File: src/hdl/psc_defines.vh
// Constants of the power supply control and status word block
`ifndef PSC_DEFINES_VH
`define PSC_DEFINES_VH

// ----------------------------------------------------------------------------
// Frame format
// ----------------------------------------------------------------------------
`define PSC_FRAME_BITS 5'd16
`define PSC_CNT_W 5

// ----------------------------------------------------------------------------
// Control word fields
// ----------------------------------------------------------------------------
`define PSC_C_WDOG_DIS_A 0
`define PSC_C_TRK_LO 2
`define PSC_C_TRK_HI 7
`define PSC_C_NORMAL 8
`define PSC_C_WDOG_DIS_B 9
`define PSC_C_RST_DLY_LO 10
`define PSC_C_RST_DLY_HI 11
`define PSC_C_WIN_LEN_LO 12
`define PSC_C_WIN_LEN_HI 13
`define PSC_C_WDOG_DIS_C 14
`define PSC_C_WDOG_KICK 15
`define PSC_CTRL_RESET 16'h4dfd

// ----------------------------------------------------------------------------
// Status word fields
// ----------------------------------------------------------------------------
`define PSC_S_ERROR 0
`define PSC_S_TEMP 1
`define PSC_S_TRK_LO 2
`define PSC_S_TRK_HI 7
`define PSC_S_WARM_A 8
`define PSC_S_WARM_B 9
`define PSC_S_WIN_PHASE 10
`define PSC_S_RAIL_RST_LO 11
`define PSC_S_RAIL_RST_HI 13
`define PSC_S_WDOG_FAULT 14
`define PSC_S_BUCK_ON 15
`define PSC_STATUS_RESET 16'h80fc

// ----------------------------------------------------------------------------
// Timing
// ----------------------------------------------------------------------------
`define PSC_RST_DLY_MAX_MS 8'h40
`define PSC_WIN_LEN_MAX_MS 8'h80
// Settle limit of 1000 us at 25 MHz, sized to the timer width
`define PSC_SETTLE_CYCLES 15'd25000
`define PSC_SETTLE_CNT_W 15

`endif

File: src/hdl/psc_ctrl_status.v
// Serial control word and diagnostic status word of the power supply
//
// Summary of operation
// Control bits 2..7 switch trackers one to six; 1 is on, default on.
// Control bit 8 at 0 requests sleep, at 1 normal; default 1.
// Control bits 10,11 pick reset delay 64/32/16/8 ms; default 8 ms.
// Control bits 12,13 pick window length 128/64/32/16 ms; default 128.
// Watchdog enabled only for bits 0,9,14 equal 0,1,0; default disabled.
// Control bit 15 at 1 marks a watchdog trigger; master sends 0 otherwise.
// Status bit 0 is a latched error flag, default 0.
// Status bit 1 shows overtemperature prewarning live.
// Status bits 2..7 show each tracker settled live.
// Status bit 8 latches warm start of first rail, default 0.
// Status bit 9 latches warm start of second rail, default 0.
// Status bit 10 shows live watchdog window, 1 in closed window.
// Status bits 11..13 show live rail reset assertion.
// Status bit 15 shows buck converter on live, default 1.
// Error pin low and bit 0 set on warning, watchdog fault, cold start, settle fail.
// Status defaults: trackers and converter at 1, all else 0.
// Sixteen-bit frames, LSB first, status out while control shifts in.
// Chip select rising loads control word and releases data output.
// Both start-type flags clear after every completed frame unless their input still reads 1.
// Watchdog trigger taken at chip select rise when trigger bit is 1.
// Latched error and watchdog fault clear once shown, if cause gone.
`timescale 1ns/1ps
`include "psc_defines.vh"
module psc_ctrl_status
#(
    parameter [`PSC_SETTLE_CNT_W-1:0] SETTLE_CYCLES = `PSC_SETTLE_CYCLES
)
(
    // Clock and reset
    input wire clk_i,
    input wire rst_i,
    // Serial link from the microcontroller
    input wire spi_sclk_i,
    input wire spi_cs_n_i,
    input wire spi_mosi_i,
    output reg spi_miso_o,
    output reg spi_miso_oe_n_o,
    // Live analog and watchdog inputs
    input wire temp_warn_i,
    input wire [5:0] tracker_settled_i,
    input wire warm_start_a_i,
    input wire warm_start_b_i,
    input wire window_phase_i,
    input wire [2:0] rail_reset_flag_i,
    input wire wdog_fault_i,
    input wire buck_on_flag_i,
    // Controls to the regulators and watchdog
    output reg [5:0] tracker_enable_o,
    output reg power_normal_o,
    output reg [7:0] reset_delay_ms_o,
    output reg [7:0] window_len_ms_o,
    output reg wdog_enable_o,
    output reg wdog_kick_o,
    // Error pin, low on fault
    output reg err_n_o
);

// ----------------------------------------------------------------------------
// Decoding
// ----------------------------------------------------------------------------

// Field written low bit first: 00 full, 10 half, 01 quarter, 11 eighth
function [7:0] psc_len;
    input lo;
    input hi;
    input [7:0] full;
    begin
        case ({lo, hi})
            2'b00: psc_len = full;
            2'b10: psc_len = {1'b0, full[7:1]};
            2'b01: psc_len = {2'b00, full[7:2]};
            default: psc_len = {3'b000, full[7:3]};
        endcase
    end
endfunction

// ----------------------------------------------------------------------------
// Input synchronisers
// ----------------------------------------------------------------------------

wire sclk_s;
wire cs_n_s;
wire mosi_s;
wire [15:0] live_s;

// Link pins; chip select idles high so it resets high
psc_sync #(.W(3), .RST_VAL(3'b010)) u_sync_link
(
    .clk_i(clk_i),
    .rst_i(rst_i),
    .d_i({spi_sclk_i, spi_cs_n_i, spi_mosi_i}),
    .q_o({sclk_s, cs_n_s, mosi_s})
);

// Status sources, laid out in status word positions
psc_sync #(.W(16), .RST_VAL(`PSC_STATUS_RESET)) u_sync_live
(
    .clk_i(clk_i),
    .rst_i(rst_i),
    .d_i({buck_on_flag_i, wdog_fault_i, rail_reset_flag_i, window_phase_i,
          warm_start_b_i, warm_start_a_i, tracker_settled_i, temp_warn_i, 1'b0}),
    .q_o(live_s)
);

// ----------------------------------------------------------------------------
// Link edge detection
// ----------------------------------------------------------------------------

reg sclk_d_ff;
reg cs_n_d_ff;

// Delayed copies of the synchronised link levels
always @(posedge clk_i or posedge rst_i)
begin
    if (rst_i)
    begin
        sclk_d_ff <= 1'b0;
        cs_n_d_ff <= 1'b1;
    end
    else
    begin
        sclk_d_ff <= sclk_s;
        cs_n_d_ff <= cs_n_s;
    end
end

wire cs_fall = cs_n_d_ff & ~cs_n_s;
wire cs_rise = ~cs_n_d_ff & cs_n_s;
wire sclk_rise = ~cs_n_s & ~sclk_d_ff & sclk_s;
wire sclk_fall = ~cs_n_s & sclk_d_ff & ~sclk_s;

// ----------------------------------------------------------------------------
// Control word and frame shifter
// ----------------------------------------------------------------------------

reg [15:0] ctrl_ff;
reg [15:0] rx_ff;
reg [15:0] tx_ff;
reg [15:0] shown_ff;
reg [`PSC_CNT_W-1:0] cnt_ff;
reg frame_ok_ff;
reg warm_a_ff;
reg warm_b_ff;
reg fault_ff;
reg error_ff;

wire frame_done = cs_rise & (cnt_ff == `PSC_FRAME_BITS);
wire settle_fail;

// Error causes; cold start means a start flag still reads 0
wire err_cause = live_s[`PSC_S_TEMP] | fault_ff | ~warm_a_ff | ~warm_b_ff | settle_fail;

// Status word as presented at chip select fall
wire [15:0] status_w = {live_s[`PSC_S_BUCK_ON],
                        fault_ff,
                        live_s[`PSC_S_RAIL_RST_HI:`PSC_S_RAIL_RST_LO],
                        live_s[`PSC_S_WIN_PHASE],
                        warm_b_ff,
                        warm_a_ff,
                        live_s[`PSC_S_TRK_HI:`PSC_S_TRK_LO],
                        live_s[`PSC_S_TEMP],
                        error_ff};

// Shift in on serial clock rise, out on fall, LSB first
always @(posedge clk_i or posedge rst_i)
begin
    if (rst_i)
    begin
        rx_ff <= 16'h0000;
        tx_ff <= 16'h0000;
        shown_ff <= 16'h0000;
        cnt_ff <= {`PSC_CNT_W{1'b0}};
        spi_miso_o <= 1'b0;
        spi_miso_oe_n_o <= 1'b1;
    end
    else if (cs_fall)
    begin
        tx_ff <= {1'b0, status_w[15:1]};
        shown_ff <= status_w;
        spi_miso_o <= status_w[0];
        spi_miso_oe_n_o <= 1'b0;
        cnt_ff <= {`PSC_CNT_W{1'b0}};
    end
    else if (cs_rise)
    begin
        spi_miso_oe_n_o <= 1'b1;
        spi_miso_o <= 1'b0;
    end
    else
    begin
        if (sclk_rise)
        begin
            rx_ff <= {mosi_s, rx_ff[15:1]};
            // Count saturates past a full word so long frames are refused
            if (cnt_ff != `PSC_FRAME_BITS + 5'd1)
            begin
                cnt_ff <= cnt_ff + 5'd1;
            end
        end
        if (sclk_fall)
        begin
            spi_miso_o <= tx_ff[0];
            tx_ff <= {1'b0, tx_ff[15:1]};
        end
    end
end

// Only a complete sixteen-bit frame replaces the control word
always @(posedge clk_i or posedge rst_i)
begin
    if (rst_i)
    begin
        ctrl_ff <= `PSC_CTRL_RESET;
        frame_ok_ff <= 1'b0;
    end
    else
    begin
        frame_ok_ff <= frame_done;
        if (frame_done)
        begin
            ctrl_ff <= rx_ff;
        end
    end
end

// ----------------------------------------------------------------------------
// Latched status flags
// ----------------------------------------------------------------------------

// Set wins over the end-of-frame clear so no event is lost
always @(posedge clk_i or posedge rst_i)
begin
    if (rst_i)
    begin
        warm_a_ff <= 1'b0;
        warm_b_ff <= 1'b0;
        fault_ff <= 1'b0;
        error_ff <= 1'b0;
    end
    else
    begin
        if (live_s[`PSC_S_WARM_A])
        begin
            warm_a_ff <= 1'b1;
        end
        else if (frame_done)
        begin
            warm_a_ff <= 1'b0;
        end
        if (live_s[`PSC_S_WARM_B])
        begin
            warm_b_ff <= 1'b1;
        end
        else if (frame_done)
        begin
            warm_b_ff <= 1'b0;
        end
        if (live_s[`PSC_S_WDOG_FAULT])
        begin
            fault_ff <= 1'b1;
        end
        else if (frame_done && shown_ff[`PSC_S_WDOG_FAULT])
        begin
            fault_ff <= 1'b0;
        end
        if (err_cause)
        begin
            error_ff <= 1'b1;
        end
        else if (frame_done && shown_ff[`PSC_S_ERROR])
        begin
            error_ff <= 1'b0;
        end
    end
end

// ----------------------------------------------------------------------------
// Tracker settle supervision
// ----------------------------------------------------------------------------

// Driven from the registered enables so the timer sees what the pins see
psc_settle #(.SETTLE_CYCLES(SETTLE_CYCLES)) u_settle
(
    .clk_i(clk_i),
    .rst_i(rst_i),
    .enable_i(tracker_enable_o),
    .settled_i(live_s[`PSC_S_TRK_HI:`PSC_S_TRK_LO]),
    .fail_o(settle_fail)
);

// ----------------------------------------------------------------------------
// Control outputs
// ----------------------------------------------------------------------------

// All outputs registered; all but err_n_o follow the control word one cycle later
always @(posedge clk_i or posedge rst_i)
begin
    if (rst_i)
    begin
        tracker_enable_o <= 6'h3f;
        power_normal_o <= 1'b1;
        reset_delay_ms_o <= 8'h08;
        window_len_ms_o <= `PSC_WIN_LEN_MAX_MS;
        wdog_enable_o <= 1'b0;
        wdog_kick_o <= 1'b0;
        err_n_o <= 1'b1;
    end
    else
    begin
        tracker_enable_o <= ctrl_ff[`PSC_C_TRK_HI:`PSC_C_TRK_LO];
        power_normal_o <= ctrl_ff[`PSC_C_NORMAL];
        reset_delay_ms_o <= psc_len(ctrl_ff[`PSC_C_RST_DLY_LO], ctrl_ff[`PSC_C_RST_DLY_HI],
                                    `PSC_RST_DLY_MAX_MS);
        window_len_ms_o <= psc_len(ctrl_ff[`PSC_C_WIN_LEN_LO], ctrl_ff[`PSC_C_WIN_LEN_HI],
                                   `PSC_WIN_LEN_MAX_MS);
        wdog_enable_o <= ~ctrl_ff[`PSC_C_WDOG_DIS_A] & ctrl_ff[`PSC_C_WDOG_DIS_B]
                         & ~ctrl_ff[`PSC_C_WDOG_DIS_C];
        // One pulse per complete frame that carries the trigger bit
        wdog_kick_o <= frame_ok_ff & ctrl_ff[`PSC_C_WDOG_KICK];
        err_n_o <= ~error_ff;
    end
end

endmodule

File: src/hdl/psc_settle.v
// Per-tracker settle timers that flag a tracker not settled in time
`timescale 1ns/1ps
`include "psc_defines.vh"
module psc_settle
#(
    parameter [`PSC_SETTLE_CNT_W-1:0] SETTLE_CYCLES = `PSC_SETTLE_CYCLES
)
(
    // Clock and reset
    input wire clk_i,
    input wire rst_i,
    // Tracker state
    input wire [5:0] enable_i,
    input wire [5:0] settled_i,
    // Result
    output wire fail_o
);

wire [5:0] fail_w;

genvar g;
generate
    for (g = 0; g < 6; g = g + 1)
    begin : g_trk
        reg [`PSC_SETTLE_CNT_W-1:0] cnt_ff;
        reg expired_ff;
        // Timer restarts whenever the tracker is switched off
        always @(posedge clk_i or posedge rst_i)
        begin
            if (rst_i)
            begin
                cnt_ff <= {`PSC_SETTLE_CNT_W{1'b0}};
                expired_ff <= 1'b0;
            end
            else if (!enable_i[g])
            begin
                cnt_ff <= {`PSC_SETTLE_CNT_W{1'b0}};
                expired_ff <= 1'b0;
            end
            else if (!expired_ff)
            begin
                cnt_ff <= cnt_ff + 1'b1;
                expired_ff <= (cnt_ff == SETTLE_CYCLES - 1'b1);
            end
        end
        // Also catches a later short once the settle time has run
        assign fail_w[g] = enable_i[g] & expired_ff & ~settled_i[g];
    end
endgenerate

assign fail_o = |fail_w;

endmodule

File: src/hdl/psc_sync.v
// Two flip-flop synchroniser for levels entering the clk_i domain
`timescale 1ns/1ps
module psc_sync
#(
    parameter W = 1,
    parameter [W-1:0] RST_VAL = {W{1'b0}}
)
(
    // Clock and reset
    input wire clk_i,
    input wire rst_i,
    // Levels
    input wire [W-1:0] d_i,
    output reg [W-1:0] q_o
);

reg [W-1:0] meta_ff;

// First stage feeds only the second stage
always @(posedge clk_i or posedge rst_i)
begin
    if (rst_i)
    begin
        meta_ff <= RST_VAL;
        q_o <= RST_VAL;
    end
    else
    begin
        meta_ff <= d_i;
        q_o <= meta_ff;
    end
end

endmodule
File: config.mk
export PLATFORM = sky130hd
export DESIGN_NAME = psc_ctrl_status
export DESIGN_NICKNAME = d
export VERILOG_FILES = /design/src/hdl/psc_ctrl_status.v /design/src/hdl/psc_settle.v /design/src/hdl/psc_sync.v
export VERILOG_INCLUDE_DIRS = /design/src /design/src/hdl
export SDC_FILE = /design/constraint.sdc
export NUM_CORES = 1
export LEC_CHECK = 0
export BUFFER_PORTS_ARGS = -buffer_cell sky130_fd_sc_hd__buf_2
export CAP_MARGIN = 20
export CORE_ASPECT_RATIO = 0.5
export CORE_MARGIN = 5
export CORE_UTILIZATION = 34
export DETAILED_ROUTE_END_ITERATION = 12
export GPL_TIMING_DRIVEN = 0
export PLACE_DENSITY_LB_ADDON = 0.05
export SYNTH_ARGS = -nofsm -noshare
export SYNTH_HDL_FRONTEND = slang
export SYNTH_HIERARCHICAL = 1
export SYNTH_SLANG_ARGS = --single-unit
File: constraint.sdc
create_clock -name clk_i -period 2.7 [get_ports clk_i]
set_input_delay 0.405 -clock clk_i [delete_from_list [all_inputs] [get_ports clk_i]]
set_output_delay 0.405 -clock clk_i [all_outputs]
set_load 0.02 [all_outputs]
* Yosys cells after proc, flatten, opt, wreduce, memory -nomap -nowiden
Index checks and enable logic that the tools add are counted.
W data, S select, Z words.
** Cells by class
- Bitwise logic cells :: 43
- Mux-type cells :: 45
- Reduce and logical (&&, ||, !) cells :: 17
- $add $sub $neg :: 7
- Equal/unequal tests :: 19
** Operator list (count)
- $mux W15 :: 12
- $add A15 B1 Y15 const B :: 6
- $eq A15 B15 Y1 const B :: 6
- $mux W16 :: 3
- $mux W1 :: 24
- $pmux W8 S3 :: 1
- $and A1 B1 Y1 :: 22
- $pmux W7 S3 :: 1
- $mux W5 :: 4
- $not A1 Y1 :: 17
- $reduce_bool A2 Y1 :: 8
- $ne A2 B2 Y1 const B :: 7
- $reduce_and A3 Y1 :: 2
- $reduce_or A6 Y1 :: 1
- $add A5 B1 Y5 const B :: 1
- $eq A5 B5 Y1 const B :: 1
- $ne A5 B5 Y1 const B :: 1
- $eq A2 B1 Y1 const B :: 2
- $eq A2 B2 Y1 const B :: 2
- $logic_not A2 Y1 :: 2
- $or A1 B1 Y1 :: 4
- $reduce_bool A3 Y1 :: 1
- $logic_and A1 B1 Y1 :: 2
- $reduce_and A2 Y1 :: 1
** Word-level totals
- Output and inout bits :: 28
- Input port bits :: 20
- Flip-flop bits (word level) :: 235

* Logic depth before layout (Yosys ltp)
- Word-level depth :: 6
- Depth in mapped cells :: 8

* Modules after synthesis
Netlist, hierarchy kept.
** Modules (own cells, without submodules)
- psc_settle :: seq. area each 2402.3 sq um, cells each 519, times used 1, area each 4997.3 sq um
- psc_ctrl_status :: seq. area each 2030.7 sq um, cells each 234, times used 1, area each 3335.7 sq um
- psc_sync (u_sync_live) :: seq. area each 818.3 sq um, cells each 33, times used 1, area each 822.0 sq um
- psc_sync (u_sync_link) :: seq. area each 152.6 sq um, cells each 7, times used 1, area each 156.4 sq um

* Least setup slack after synthesis
Ideal clock, no wire load.
- Kind :: register to register
- Start point :: register u_settle.g_trk[5].expired_ff
- End point :: register u_settle.g_trk[5].cnt_ff[13]
- Clock period less this slack :: 1.899 ns
- Required time :: 2.623 ns
- Cell stages (with the launch flop) :: 6
- Path slack :: 0.801 ns
- Arrival :: 1.822 ns
- Setup time :: 0.077 ns
- Cells stage by stage :: dfrtp_1 buf_6 and2_4 or4_4 or4_1 a21oi_1
** On the way
- Longest elaborated chain between the ends :: 1
** Ends and longest elaborated chain
- start, declared :: RTL line psc_settle.v:26 : reg expired_ff;
- start signal, assigned :: RTL line psc_settle.v:43 : expired_ff <= (cnt_ff == SETTLE_CYCLES - 1'b1);
- $ne A2 B2 Y1 (no source line)
- end signal, assigned :: RTL line psc_settle.v:32 : cnt_ff <= {`PSC_SETTLE_CNT_W{1'b0}};
- end signal, assigned :: RTL line psc_settle.v:37 : cnt_ff <= {`PSC_SETTLE_CNT_W{1'b0}};
- end signal, assigned :: RTL line psc_settle.v:42 : cnt_ff <= cnt_ff + 1'b1;
- end, declared :: RTL line psc_settle.v:25 : reg [`PSC_SETTLE_CNT_W-1:0] cnt_ff;
Every way passes these cells.
A chain may end at the register's enable or synchronous reset.

* Final worst setup path
- Start point :: register cs_n_d_ff
- End point :: register tx_ff[13]
** RTL lines
- start, declared :: RTL line psc_ctrl_status.v:113 : reg cs_n_d_ff;
- start signal, assigned :: RTL line psc_ctrl_status.v:126 : cs_n_d_ff <= cs_n_s;
- $and A1 B1 Y1 (*) :: RTL line psc_ctrl_status.v:130 : wire cs_fall = cs_n_d_ff & ~cs_n_s;
- named net cs_fall :: RTL line psc_ctrl_status.v:130
- $ne A2 B2 Y1 (no source line) or $reduce_bool A2 Y1 (tied branches)
- $reduce_and A2 Y1 (no source line)
- end signal, assigned :: RTL line psc_ctrl_status.v:181 : tx_ff <= {1'b0, status_w[15:1]};
- end signal, assigned :: RTL line psc_ctrl_status.v:206 : tx_ff <= {1'b0, tx_ff[15:1]};
- end, declared :: RTL line psc_ctrl_status.v:141 : reg [15:0] tx_ff;
Mark *: on every way through the listed nets, which the timed path passes. The rest lies on a longest branch.

==> impl_results.md <==
* Outcome: completed
* Final Hold Viols at 0
* Worst EP required at 3090 ps
* Slew Viols, Final at 0
* Remaining Overflow, GRT at 0
* Worst setup SP type: flip-flop
* Met2 Resource Use GR at 18.5%
* DRT Wirelength at 18500 microns
* Post-synthesis cell area at 9260 sq um
* Drt drc at 0
* Post_cts resized at 0
* Crit path launch: cs_n_d_ff
* Worst slew pin tran at 659 ps
* Global-route usage over all layers at 12.2%
* Antenna diodes at 0
* Worst Skew at 15.7 ps
* Die width at 243 microns
* GR Util met3 at 2.84%
* Port Buffers at 39
* Peak VDD IR at 341 uV
* Largest net degree at the start of global routing at 62
* Max Root-Sink Buffers at 3
* Worst Setup Path Type: reg -> reg
* Reg2reg start: cs_n_d_ff
* Reg2reg setup slack at 600 ps
* CTS root buffer: clkbuf_16
* Vias at 6089
* Critical path endpoint category: flip-flop
* Relative slew slack at 56.0%
* CTS Buf Count at 22
* WL/cell at 14.8 microns
* Fin util at 41.1%
* First-pass iteration count of the detailed router at 4
* Detailed Route Iter0 Violations at 368
* CP Data Arrival Time at 2500 ps
* Share of cells above drive strength 1 at 22.5%
* Clock Latency Late Sink at 510 ps
* H-tree depth at 1
* RSZ-0062 raised after global routing: no
* Initial Utilization at 34.8%
* Synth Instances at 791
* Fmax at 0.476 GHz
* Die Y at 127 microns
* Hold WC Path Type: reg -> reg
* Met1 Use GR at 18.3%
* Grt peak-use layer: met2
* Die area at 30800 sq um
* Cell area power density at 640 nW/um^2
* # Max-Cap Violations at 0
* Via density per instance at 4.87
* Clock slew at reported path FFs at 70 ps
* IO Pins at 48
* Area growth, synth to finish at 18.1%
* Max Fanout on Critical Path at 10
* Yosys Warn Count at 6
* DP Wirelength at 12500 microns
* Vias in the first global route at 6053
* First-pass GRT wire length at 31800 microns
* Initial antenna violation count at 0
* Fin crit period at 2100 ps
* Final setup viols at 0
* Leakage power at 4.58 nW
* DRT antenna net count at 0
* Nets at 916
* Total clock sinks at 212
* Rows at 42
* Avg Inst Size Synth at 11.7 sq um
* Fin cells at 1251
* Tcrit/Tclk final at 77.9%
* Inst Count DP at 1193
* GPL Wtd Cong at 0.757
* TritonCTS clock tree: done
* Core area at 26600 sq um
* Min-delay src: u_sync_live/meta_ff[14]
## report_power, final
part	internal, mW	leakage, nW	total [mW]	switching, mW
Combinational	0.253	1.52	0.472	0.219
Clock	1.81	0.363	3.06	1.25
Sequential	3.38	2.70	3.47	0.0985
## final timing paths
kind / end / cells after the start
worst max-delay path: tx_ff[13] / 6
worst min-delay path: u_sync_live/q_o[14] / 0
worst max register to register: tx_ff[13] / 6
worst min register to register: u_sync_live/q_o[14] / 0
max in group asynchronous: u_settle/g_trk[3].cnt_ff[14] / 5
min in group asynchronous: u_sync_link/q_o[2] / 3
## layout by cell type, fill, tap and decap left out, types with 6 or more instances in the layout
cell           instances
ha_1                  12
inv_1                 27
o31ai_1               15
buf_2                 44
conb_1                 8
a31oi_1                8
mux2i_1               11
nor3_1                11
dfstp_2               39
nand3_1               30
dlygate4sd3_1         19
and2_1                35
mux2_1                 7
nand2_1               40
clkbuf_16             22
o21ai_0               21
xor2_1                26
dfrtp_1              173
nor2_1                46
nor2b_1               10
clkbuf_1              22
or3_1                 17
or4_1                 19
nand2b_1               7
a21boi_0               7
nor4b_1                8
nor4_1                12
buf_4                  9
xnor2_1               20
mux2_2                52
clkinv_2               6
nand4_1               22
a21oi_1               24
## through the flow
step                setup TNS [ps]  setup slack, ps  total power [mW]  hold slack, ps  instance area [sq um]
detailed placement               0              598              3.99             336                  10000
finish                           0              598              7.00             343                  10900
floorplan                        0              281              3.85             195                   9290
CTS                              0              553              7.15             348                  10900
global placement            -50980             -867              3.97             332                   9930
global route                     0              438              7.36             348                  10900
## critical path, cell delays in order, from the launching register on
cell and delay [ps]:
dfstp_2 540, ha_1 160, buf_2 250, buf_2 320, buf_2 290, o21ai_0 150, mux2_2 280
## layer usage
| layer | share of wire (%) | vias to the layer above |
|---|---|---|
| met4 | 1.5 | 0 |
| met1 | 51 | 2991 |
| li1 | - | 2984 |
| met5 | 0 | - |
| met2 | 43 | 90 |
| met3 | 4.4 | 24 |
## state kept, by name, indices dropped and copies added (netlist names), 2 cells and up
register                   count
reset_delay_ms_o               4
ctrl_ff                       15
u_settle/g_trk.expired_ff      6
u_sync_live/meta_ff           15
u_sync_live/q_o               15
tracker_enable_o               6
u_sync_link/q_o                3
rx_ff                         16
cnt_ff                         5
tx_ff                         15
u_sync_link/meta_ff            3
u_settle/g_trk.cnt_ff         90
window_len_ms_o                4
shown_ff                       2
## layout make-up
type	instances	area, sq um
fill	2526	15700
sequential	212	5350
multi-input combinational	522	3640
clock buffer	30	621
timing repair buffer	62	480
tap	352	440
buffer	35	186
inverter	29	115
clock inverter	9	106
## timing repair
action / CTS / global route
buffers inserted: 0 / 0
hold endpoints to repair: 29 / 0
endpoints found under the setup margin: 0 / 0
hold buffers: 19 / 0
(Power assumes the default switching activity.)
